### config.mk
export PLATFORM = sky130hd
export DESIGN_NAME = abu_breakpoint_unit
export DESIGN_NICKNAME = d
export VERILOG_FILES = /design/src/hw/abu_breakpoint_unit.v
export VERILOG_INCLUDE_DIRS = /design/src /design/src/hw
export SDC_FILE = /design/constraint.sdc
export NUM_CORES = 1
export LEC_CHECK = 0
export BUFFER_PORTS_ARGS = -buffer_cell sky130_fd_sc_hd__buf_4
export CORE_ASPECT_RATIO = 0.6
export CORE_MARGIN = 2
export CORE_UTILIZATION = 59
export CTS_CLUSTER_DIAMETER = 120
export CTS_CLUSTER_SIZE = 14
export DETAILED_ROUTE_END_ITERATION = 8
export GPL_TIMING_DRIVEN = 0
export PLACE_DENSITY = 0.93
export RECOVER_POWER = 50
export SLEW_MARGIN = 20
export SYNTH_ARGS = -nofsm -noshare
export SYNTH_HDL_FRONTEND = slang
export SYNTH_SLANG_ARGS = --single-unit
### constraint.sdc
create_clock -name clk -period 5.3 [get_ports clk]
set_clock_uncertainty 0.2 [all_clocks]
set_input_delay 0.53 -clock clk [delete_from_list [all_inputs] [get_ports clk]]
set_output_delay 0.53 -clock clk [all_outputs]
set_load 0.02 [all_outputs]
### src/hw/abu_defines.vh
`ifndef ABU_DEFINES_VH
`define ABU_DEFINES_VH
// Register offsets on the special function register bus
`define ABU_MEMCTL_ADDR 8'h95
`define ABU_BPCTL_ADDR 8'hA9
`define ABU_BPLO_ADDR 8'hAA
`define ABU_BPHI_ADDR 8'hAB
`define ABU_AIE_ADDR 8'hA6
`define ABU_AUX_INT_STATUS_REG_ADDR 8'hA7
`define ABU_EXTENDED_INT_CONTROL_REG_ADDR 8'hD8
// Field positions
`define ABU_SLOT_BIT 7
`define ABU_ONCHIP_RAM_PLACEMENT_BIT 0
`define ABU_PEND_BIT 7
`define ABU_SPACE_BIT 1
`define ABU_EN_BIT 0
`define ABU_LVB_EN_BIT 0
`define ABU_LVB_STAT_BIT 0
`define ABU_AUX_EN_BIT 5
`define ABU_AUX_FLAG_BIT 4
// Reset values
`define ABU_MEMCTL_RST 8'h00
`define ABU_BPCTL_RST 8'h00
`define ABU_ADDR_RST 16'h0000
// Interrupt vector and priority
`define ABU_INT_VECTOR 8'h33
`define ABU_INT_PRIO 4'h0
// RAM placement windows
`define ABU_RAM_LO_BASE 16'h0000
`define ABU_RAM_LO_TOP 16'h03FF
`define ABU_RAM_HI_BASE 16'h8400
`define ABU_RAM_HI_TOP 16'h87FF
`endif

### src/hw/abu_breakpoint_unit.v
// What this block does
// - Two slots of 16-bit address; enabled slot match requests an interrupt.
// - Space-select per selected slot: 1 program memory, 0 external data memory.
// - Writing memory control bit 7 selects slot 0 or 1 for later accesses.
// - Reading memory control bit 7 returns slot that fired last.
// - Bit 0 places RAM low at 0000-03FF or shared at 8400-87FF.
// - Writing 1 to control bit 7 clears selected slot pending; 0 ignored.
// - Reading pending bit gives 1 when either slot has a pending match.
// - Control bit 0 enables match interrupt for the selected slot only.
// - Low address register accesses bits 7..0 of selected slot address.
// - High address register accesses bits 15..8 of selected slot address.
// - Interrupt is priority 0 and vectors to 33h, shared with low voltage.
// - Request reaches core only with aux enable and combined enable both set.
// - Breakpoint match is shown in combined status bit 0 of aux status while combined enable is set.
// - Interrupt may follow the match by a few instruction cycles.
// - Prefetch accesses are compared too, so false hits are possible.
`timescale 1ns/1ps
`default_nettype none
`include "abu_defines.vh"
module abu_breakpoint_unit #(
	parameter AW = 16
) (
	input wire clk, // Core clock
	input wire nrst, // Synchronous reset, active low
	input wire [7:0] sfr_addr, // Special function register address
	input wire [7:0] sfr_wdata, // Write data
	input wire sfr_wr, // Write strobe
	input wire sfr_rd, // Read strobe
	output reg [7:0] sfr_rdata, // Read data
	output wire sfr_hit, // Address belongs to this block
	input wire [AW-1:0] mem_addr, // Access address, prefetch included
	input wire mem_valid, // Access strobe
	input wire mem_is_code, // 1 code space, 0 external data
	input wire lowvolt_irq, // Digital low-voltage detect event level
	output wire int_req, // Interrupt request to core
	output wire [7:0] int_vector, // Vector for the request
	output wire [3:0] int_prio, // Priority level of the request
	output wire onchip_ram_placement, // RAM map select
	output wire ram_sel // Current data access lands in on-chip RAM
);
	// Slot selection and memory map
	reg sel_r; // Slot chosen by writes
	reg sel_nxt; // Next slot choice
	reg last_r; // Slot that fired last
	reg last_nxt; // Next fired-slot record
	reg onchip_ram_placement_r; // RAM placement bit
	reg onchip_ram_placement_nxt; // Next RAM placement

	// Per-slot state, index is the slot number
	reg [1:0] space_r; // 1 code, 0 external data
	reg [1:0] space_nxt; // Next space choice
	reg [1:0] en_r; // Match enables
	reg [1:0] en_nxt; // Next match enables
	reg [1:0] pend_r; // Pending matches
	reg [1:0] pend_nxt; // Next pending matches
	reg [AW-1:0] bp0_r; // Slot 0 compare address
	reg [AW-1:0] bp0_nxt; // Next slot 0 address
	reg [AW-1:0] bp1_r; // Slot 1 compare address
	reg [AW-1:0] bp1_nxt; // Next slot 1 address

	// Enables of the shared auxiliary request
	reg aux_en_r; // Auxiliary interrupt enable
	reg aux_en_nxt; // Next auxiliary enable
	reg lvb_en_r; // Low-voltage-or-breakpoint enable
	reg lvb_en_nxt; // Next combined enable

	// Read path
	reg [7:0] rdata_nxt; // Value a read would capture

	// Decoded strobes and status
	wire [1:0] hit; // Per-slot match this cycle
	wire wr_mem; // Write to memory control
	wire wr_bp; // Write to breakpoint control
	wire wr_lo; // Write to low address byte
	wire wr_hi; // Write to high address byte
	wire wr_aie; // Write to aux enable register
	wire wr_eic; // Write to extended control
	wire clr_req; // Write of 1 to the pending bit
	wire lvb_stat; // Combined status bit
	wire aux_flag; // Auxiliary flag, gated
	wire [AW-1:0] sel_addr; // Address of the selected slot

	// Slot compare against one access
	function slot_match;
		input [AW-1:0] a;
		input [AW-1:0] bp;
		input en;
		input space;
		input code;
		begin
			slot_match = en & (a == bp) & (space == code);
		end
	endfunction

	// Replace one byte of a slot address; hi picks bits 15..8
	function [AW-1:0] put_byte;
		input [AW-1:0] old;
		input [7:0] b;
		input hi;
		begin
			put_byte = old;
			if (hi) begin
				put_byte[15:8] = b;
			end else begin
				put_byte[7:0] = b;
			end
		end
	endfunction

	// Address decode
	assign wr_mem = sfr_wr & (sfr_addr == `ABU_MEMCTL_ADDR);
	assign wr_bp = sfr_wr & (sfr_addr == `ABU_BPCTL_ADDR);
	assign wr_lo = sfr_wr & (sfr_addr == `ABU_BPLO_ADDR);
	assign wr_hi = sfr_wr & (sfr_addr == `ABU_BPHI_ADDR);
	assign wr_aie = sfr_wr & (sfr_addr == `ABU_AIE_ADDR);
	assign wr_eic = sfr_wr & (sfr_addr == `ABU_EXTENDED_INT_CONTROL_REG_ADDR);
	assign clr_req = wr_bp & sfr_wdata[`ABU_PEND_BIT];
	assign sfr_hit = (sfr_addr == `ABU_MEMCTL_ADDR) | (sfr_addr == `ABU_BPCTL_ADDR) |
		(sfr_addr == `ABU_BPLO_ADDR) | (sfr_addr == `ABU_BPHI_ADDR) |
		(sfr_addr == `ABU_AIE_ADDR) | (sfr_addr == `ABU_AUX_INT_STATUS_REG_ADDR) |
		(sfr_addr == `ABU_EXTENDED_INT_CONTROL_REG_ADDR);
	assign sel_addr = sel_r ? bp1_r : bp0_r;

	// Comparators see every access, prefetch too
	assign hit[0] = mem_valid & slot_match(mem_addr, bp0_r, en_r[0], space_r[0], mem_is_code);
	assign hit[1] = mem_valid & slot_match(mem_addr, bp1_r, en_r[1], space_r[1], mem_is_code);

	// Slot select and RAM placement take bits 7 and 0 of every memory control write
	always @* begin
		sel_nxt = sel_r;
		onchip_ram_placement_nxt = onchip_ram_placement_r;
		if (wr_mem) begin
			sel_nxt = sfr_wdata[`ABU_SLOT_BIT];
			onchip_ram_placement_nxt = sfr_wdata[`ABU_ONCHIP_RAM_PLACEMENT_BIT];
		end
	end

	// Space and enable land in the selected slot only
	always @* begin
		space_nxt = space_r;
		en_nxt = en_r;
		if (wr_bp) begin
			space_nxt[sel_r] = sfr_wdata[`ABU_SPACE_BIT];
			en_nxt[sel_r] = sfr_wdata[`ABU_EN_BIT];
		end
	end

	// Address bytes go to the selected slot, each byte on its own
	always @* begin
		bp0_nxt = bp0_r;
		bp1_nxt = bp1_r;
		if (wr_lo & ~sel_r) begin
			bp0_nxt = put_byte(bp0_r, sfr_wdata, 1'b0);
		end
		if (wr_lo & sel_r) begin
			bp1_nxt = put_byte(bp1_r, sfr_wdata, 1'b0);
		end
		if (wr_hi & ~sel_r) begin
			bp0_nxt = put_byte(bp0_r, sfr_wdata, 1'b1);
		end
		if (wr_hi & sel_r) begin
			bp1_nxt = put_byte(bp1_r, sfr_wdata, 1'b1);
		end
	end

	// Enables of the shared request, one bit in each register
	always @* begin
		lvb_en_nxt = lvb_en_r;
		aux_en_nxt = aux_en_r;
		if (wr_aie) begin
			lvb_en_nxt = sfr_wdata[`ABU_LVB_EN_BIT];
		end
		if (wr_eic) begin
			aux_en_nxt = sfr_wdata[`ABU_AUX_EN_BIT];
		end
	end

	// Pending flags: a new hit wins over a clear in the same cycle
	always @* begin
		pend_nxt = pend_r;
		last_nxt = last_r;
		if (clr_req) begin
			pend_nxt[sel_r] = 1'b0;
		end
		if (hit[0]) begin
			pend_nxt[0] = 1'b1;
			last_nxt = 1'b0;
		end
		if (hit[1]) begin
			pend_nxt[1] = 1'b1;
			last_nxt = 1'b1;
		end
	end

	// Control registers: selection, map, enables, pending
	always @(posedge clk) begin
		if (!nrst) begin
			sel_r <= 1'b0;
			last_r <= 1'b0;
			onchip_ram_placement_r <= 1'b0;
			space_r <= 2'h0;
			en_r <= 2'h0;
			pend_r <= 2'h0;
			aux_en_r <= 1'b0;
			lvb_en_r <= 1'b0;
		end else begin
			sel_r <= sel_nxt;
			last_r <= last_nxt;
			onchip_ram_placement_r <= onchip_ram_placement_nxt;
			space_r <= space_nxt;
			en_r <= en_nxt;
			pend_r <= pend_nxt;
			aux_en_r <= aux_en_nxt;
			lvb_en_r <= lvb_en_nxt;
		end
	end

	// Slot compare addresses
	always @(posedge clk) begin
		if (!nrst) begin
			bp0_r <= `ABU_ADDR_RST;
			bp1_r <= `ABU_ADDR_RST;
		end else begin
			bp0_r <= bp0_nxt;
			bp1_r <= bp1_nxt;
		end
	end

	// Interrupt path; latency of a few cycles is acceptable
	assign lvb_stat = lvb_en_r & ((|pend_r) | lowvolt_irq);
	assign aux_flag = aux_en_r & lvb_stat;
	assign int_req = aux_flag;
	assign int_vector = `ABU_INT_VECTOR;
	assign int_prio = `ABU_INT_PRIO;

	// RAM placement decode for data accesses
	assign onchip_ram_placement = onchip_ram_placement_r;
	assign ram_sel = onchip_ram_placement_r ?
		((mem_addr >= `ABU_RAM_HI_BASE) & (mem_addr <= `ABU_RAM_HI_TOP)) :
		(~mem_is_code & (mem_addr <= `ABU_RAM_LO_TOP));

	// Read multiplexer; unmapped addresses read as zero
	always @* begin
		rdata_nxt = 8'h00;
		if (sfr_addr == `ABU_MEMCTL_ADDR) begin
			rdata_nxt = {last_r, 6'h00, onchip_ram_placement_r};
		end else if (sfr_addr == `ABU_BPCTL_ADDR) begin
			rdata_nxt = {|pend_r, 5'h00, space_r[sel_r], en_r[sel_r]};
		end else if (sfr_addr == `ABU_BPLO_ADDR) begin
			rdata_nxt = sel_addr[7:0];
		end else if (sfr_addr == `ABU_BPHI_ADDR) begin
			rdata_nxt = sel_addr[15:8];
		end else if (sfr_addr == `ABU_AIE_ADDR) begin
			rdata_nxt = {7'h00, lvb_en_r};
		end else if (sfr_addr == `ABU_AUX_INT_STATUS_REG_ADDR) begin
			rdata_nxt = {7'h00, lvb_stat};
		end else if (sfr_addr == `ABU_EXTENDED_INT_CONTROL_REG_ADDR) begin
			rdata_nxt = {2'h0, aux_en_r, aux_flag, 4'h0};
		end else begin
			rdata_nxt = 8'h00;
		end
	end

	// Read data register; holds its value between reads
	always @(posedge clk) begin
		if (!nrst) begin
			sfr_rdata <= 8'h00;
		end else if (sfr_rd) begin
			sfr_rdata <= rdata_nxt;
		end
	end

endmodule // abu_breakpoint_unit
`default_nettype wire

# After elaboration in Yosys (flattened, before gate mapping)
# Cells that the tools add are included.
# totals
regBits	51
input_bits	39
out_inout_bits	24
word_cells	97
# classes
order_cmp	5
n_eq_ne	11
n_mux	26
bitwise	34
n_reduce_logical	7
# op_table
operator	count
8-bit equality test (second input constant)	7
16-bit 2-to-1 mux	3
8-bit 2-to-1 mux	6
16-bit equality test	2
1-bit bitwise AND	21
6-bit 2-to-1 mux	3
16-bit >= comparator (second input constant)	1
16-bit by 10-bit less-or-equal comparator with 1-bit output (second input constant)	1
16-bit less-or-equal comparator (second input constant)	1
1-bit 2-to-1 mux	10
1-bit bitwise OR	7
2-bit nonzero test	3
2-bit bitwise mux	2
1-bit NOT	4
2-bit AND reduction	2
2-bit bitwise AND	1
1-bit equality test	2
1-bit by 2-bit < comparator with 1-bit output (second input constant)	1
2-bit 2-to-1 mux	1
2-bit NOT	1
2-bit OR reduction	1
1-bit demux with 1-bit select	1
1-bit >= comparator (second input constant)	1
1-bit logical AND	1

# Logic depth before layout (Yosys ltp)
# depth
depth_word	11
depth_mapped	7
mapped_depth_nobuf	5

# Least setup slack after synthesis
# OpenSTA, ideal clock, no wires.
# synth_path
kind	input port to output port
startpoint	input port sfr_addr[0]
endpoint	output port sfr_hit
arrival_ns	1.544
required_ns	4.570
slack_ns	3.026
cell_stages	5
path_cell_list	buf_4 nor4bb_1 buf_2 a21oi_1 o22ai_1
# synth_between
elab_chain_cells	7
word_cells_on_any_way	13
classes_between	eq/ne (7); bitwise (6)
# synth_lines
element	line_no	text
start: declaration	abu_breakpoint_unit.v:25	input wire [7:0] sfr_addr,
8-bit equality test (no line)	--	
1-bit bitwise OR (5 in a row)	abu_breakpoint_unit.v:118	assign sfr_hit = (sfr_addr == `ABU_MEMCTL_ADDR) | (sfr_addr == `ABU_BPCTL_ADDR) |
1-bit bitwise OR *	abu_breakpoint_unit.v:118	
end: declaration	abu_breakpoint_unit.v:30	output wire sfr_hit,
# Every way passes the cells marked *; elsewhere a longest branch is shown, timed or not.

# Worst setup path after layout
# Ends and elaborated chain as after synthesis.

==> flow_summary.json <==
{
  "status": "finished, final reports clean",
  "seqCellArea_mm2": 0.00102,
  "seq_power_share_pct": 50.7,
  "reg2reg_slack_ns": 2.84,
  "core_area_mm2": 0.00471,
  "p_int_mw": 0.568,
  "synthCells": 310,
  "r2r-end": "bp0_r[4]",
  "clock-sinks": 51,
  "critPathKind": "primary input to output port",
  "cp_top_family": "buffers and inverters",
  "rr_worst_depth": 6,
  "clockBufferDepth": 2,
  "grt_pass1_wl_um": 12400,
  "antenna_found_initial": 0,
  "cp_slowest_cell": "clkbuf_1",
  "drt-pass1-iter-count": 5,
  "switching_power_mw": 0.188,
  "dp_cells": 429,
  "clk_pin_slew_ns": 0.10,
  "post_cts_resize_count": 0,
  "fin_tns_setup_ns": 0,
  "p_per_area_mw_per_mm2": 215,
  "critPathCaptureType": "output port",
  "slew_viol_final": 0,
  "slew_headroom_pct": 51.3,
  "hold_viol": 0,
  "finalNetCount": 412,
  "rr_startpoint": "sel_r",
  "first_iter_violations": 341,
  "fill_cells": 351,
  "gr-usage-met1_pct": 42.0,
  "diodes": 0,
  "critPathBufInv": 3,
  "cp.arrival_ns": 2.09,
  "grt_max_degree": 17,
  "ios": 63,
  "ys_ff_latch": 51,
  "grt_remaining_overflow": 0,
  "fin_area_mm2": 0.00351,
  "synth_warnings": 0,
  "dieArea_mm2": 0.00565,
  "io_buffers": 46,
  "synthDistinctLibCells": 46,
  "start_util_pct": 63.3,
  "drv_cap": 0,
  "die_h_um": 59.0,
  "synth-async-reset-ratio_pct": 0,
  "combPwrFrac_pct": 12.5,
  "clockPowerShare_pct": 36.8,
  "post_cts_buffers": 0,
  "p_sw_share_pct": 24.9,
  "tightestPinTransition_ns": 0.730,
  "yosysTopAreaCellShare_pct": 34.3,
  "worstPathMaxFanout": 9,
  "ys_seq_area_share_pct": 34.3,
  "grt_use_met2_pct": 46.2,
  "totalWireLength_um": 7990,
  "cts_made_buffers": 5,
  "syn_avg_cell_area_um2": 9.61,
  "crit_chain": "clkbuf_1 -> nor4bb_1 -> clkbuf_1 -> a21oi_1 -> o22ai_1 -> buf_4",
  "cp_slowest_stage_delay_ns": 0.48,
  "finalSetupViolCount": 0,
  "critPathRequiredTime_ns": 4.57,
  "final_min_period_over_clock_period_pct": 53.3,
  "die_w_um": 95.7,
  "cts_tree": "built",
  "grt_setup_unrepaired": "no",
  "grt-busiest-layer": "met2",
  "multi_input_area_mm2": 0.00182,
  "synth_area_leaders": "dfxtp_1 34%, mux2i_1 13%, nor2b_1 8.8%",
  "cts_hold_buffers": 0,
  "drive_gt1_share_pct": 19.3,
  "holdPathStages": 2,
  "via_per_inst": 5.96,
  "cp-start-kind": "primary input",
  "stdcell_count": 437,
  "grtUsageTotal_pct": 29.5,
  "hp-start": "last_r",
  "met3_usage_pct": 7.51,
  "period_minus_slack_ns": 2.82,
  "drtAntennaViolNets": 0,
  "dp_hpwl_um": 5990,
  "synthFlopType": "dfxtp_1",
  "h-tree-depth": 2,
  "drc_errors": 0,
  "holdPathEnd": "last_r",
  "fmaxAchievable_ghz": 0.354,
  "synthesis.area_mm2": 0.00298,
  "synth_edf_count": 0,
  "num_rows": 19,
  "place.gp.congestion": 0.952,
  "syn2layout_area_growth_pct": 17.8,
  "crit_top_cell": "clkbuf_1",
  "clockRootBuffer": "clkbuf_8",
  "vias": 2606,
  "yosysTopAreaCell": "dfxtp_1",
  "hold_path_class": "register to register",
  "wire_per_inst_um": 18.3,
  "leakage_nw": 1.35,
  "placed_area_mm2": 0.00344,
  "peakVddDrop_v": 0.000129,
  "clk_latency_ns": 0.31,
  "grt_pass1_vias": 2407
}
-- flip-flops by register name, indices dropped and copies added, names as in the netlist --
| register | count |
|---|---|
| lvb_en_r | 1 |
| onchip_ram_placement | 1 |
| en_r | 2 |
| aux_en_r | 1 |
| sfr_rdata | 8 |
| sel_r | 1 |
| space_r | 2 |
| pend_r | 2 |
| bp0_r | 16 |
| bp1_r | 16 |
| last_r | 1 |
-- tightest hold or removal path: stages, from the launching register on --
cell and delay [ns]:
dfxtp_1 0.33, nand2_1 0.06, o2bb2ai_1 0.06
-- Yosys cell counts (5+ instances only) --
master    number
nand2_1       18
nand3_1        6
a21boi_0       7
xnor2_1       26
clkbuf_1       7
nor4_1         5
o21a_1         5
xor2_1         8
nor2_1        10
nor2b_1       42
mux4_2         6
o21ai_0        7
nand4_1        9
buf_4         15
mux2i_1       39
dfxtp_1       51
-- layout by cell type, fill, tap and decap left out, types with 2 or more instances in the layout --
master / instances
a2111oi_0: 2
o21a_1: 5
nand3b_1: 2
nand4bb_1: 4
clkbuf_8: 5
nor2_1: 10
dfxtp_1: 51
o32ai_1: 2
xor2_1: 8
mux4_2: 6
a21boi_0: 7
xnor2_1: 26
nor3_1: 2
buf_4: 50
nor4_1: 5
a22oi_1: 3
nor2b_1: 42
o21ai_0: 7
nand4_1: 9
clkbuf_1: 21
mux2i_1: 39
conb_1: 12
and2_1: 2
nand2_1: 18
a31oi_1: 2
a21oi_1: 3
inv_1: 4
nand3_1: 6
-- area by class of cell --
type	count	share of cell area, %
buffer	27	4.32
clock buffer	5	1.96
clock inverter	3	1.25
inverter	4	0.428
multi-input combinational	238	51.8
sequential	51	29.1
tap	63	2.25
timing repair buffer	46	8.88
-- how the worst max path moves through the flow --
stage                start  endpoint  slack [ns]  depth (start not counted)
2_1_floorplan  sfr_addr[0]   sfr_hit        3.03                          5
3_3_place_gp   sfr_addr[4]   sfr_hit        2.96                          6
3_5_place_dp   sfr_addr[4]   sfr_hit        2.89                          6
4_1_cts        sfr_addr[4]   sfr_hit        2.88                          6
5_1_grt        sfr_addr[0]   sfr_hit        2.39                          6
6_report       sfr_addr[0]   sfr_hit        2.48                          6
-- metal layers --
layer	share of wire, %	vias to the layer above
met5	0	-
met4	2.1	0
met3	13	26
met2	44	173
met1	41	1221
li1	-	1186
-- per-stage QoR --
stage | power, mW | utilization (%) | hold slack (ns) | setup slack, ns
final | 0.756 | 74.5 | 0.281 | 2.48
after global routing | 0.779 | 74.5 | 0.310 | 2.39
after CTS | 0.753 | 75.5 | 0.281 | 2.88
after detailed placement | 0.484 | 73.1 | 0.265 | 2.89
after global placement | 0.483 | 73.1 | 0.259 | 2.96
after floorplan | 0.443 | - | 0.239 | 3.03
-- power groups by stage --
stage                     Clock (mW)  Combinational (mW)  Sequential (mW)
final                          0.278              0.0943            0.383
after global routing           0.296               0.100            0.384
after CTS                      0.277              0.0926            0.383
after detailed placement           0              0.0920            0.392
after global placement             0              0.0905            0.392
after floorplan                    0              0.0507            0.392
-- kinds of logic (layout without fill, tap and decap cells) --
family / after synthesis / count (layout) / synth area share, %
AOI/OAI and AO/OA: 35 / 35 / 8.11
xor gates and xnor gates: 34 / 34 / 10.0
buffers and inverters: 31 / 85 / 5.92
DFF: 51 / 51 / 34.3
muxes: 46 / 46 / 18.0
other: 2 / 12 / 0.252
and+or+nand+nor: 111 / 111 / 23.4
(Power assumes the default switching activity.)
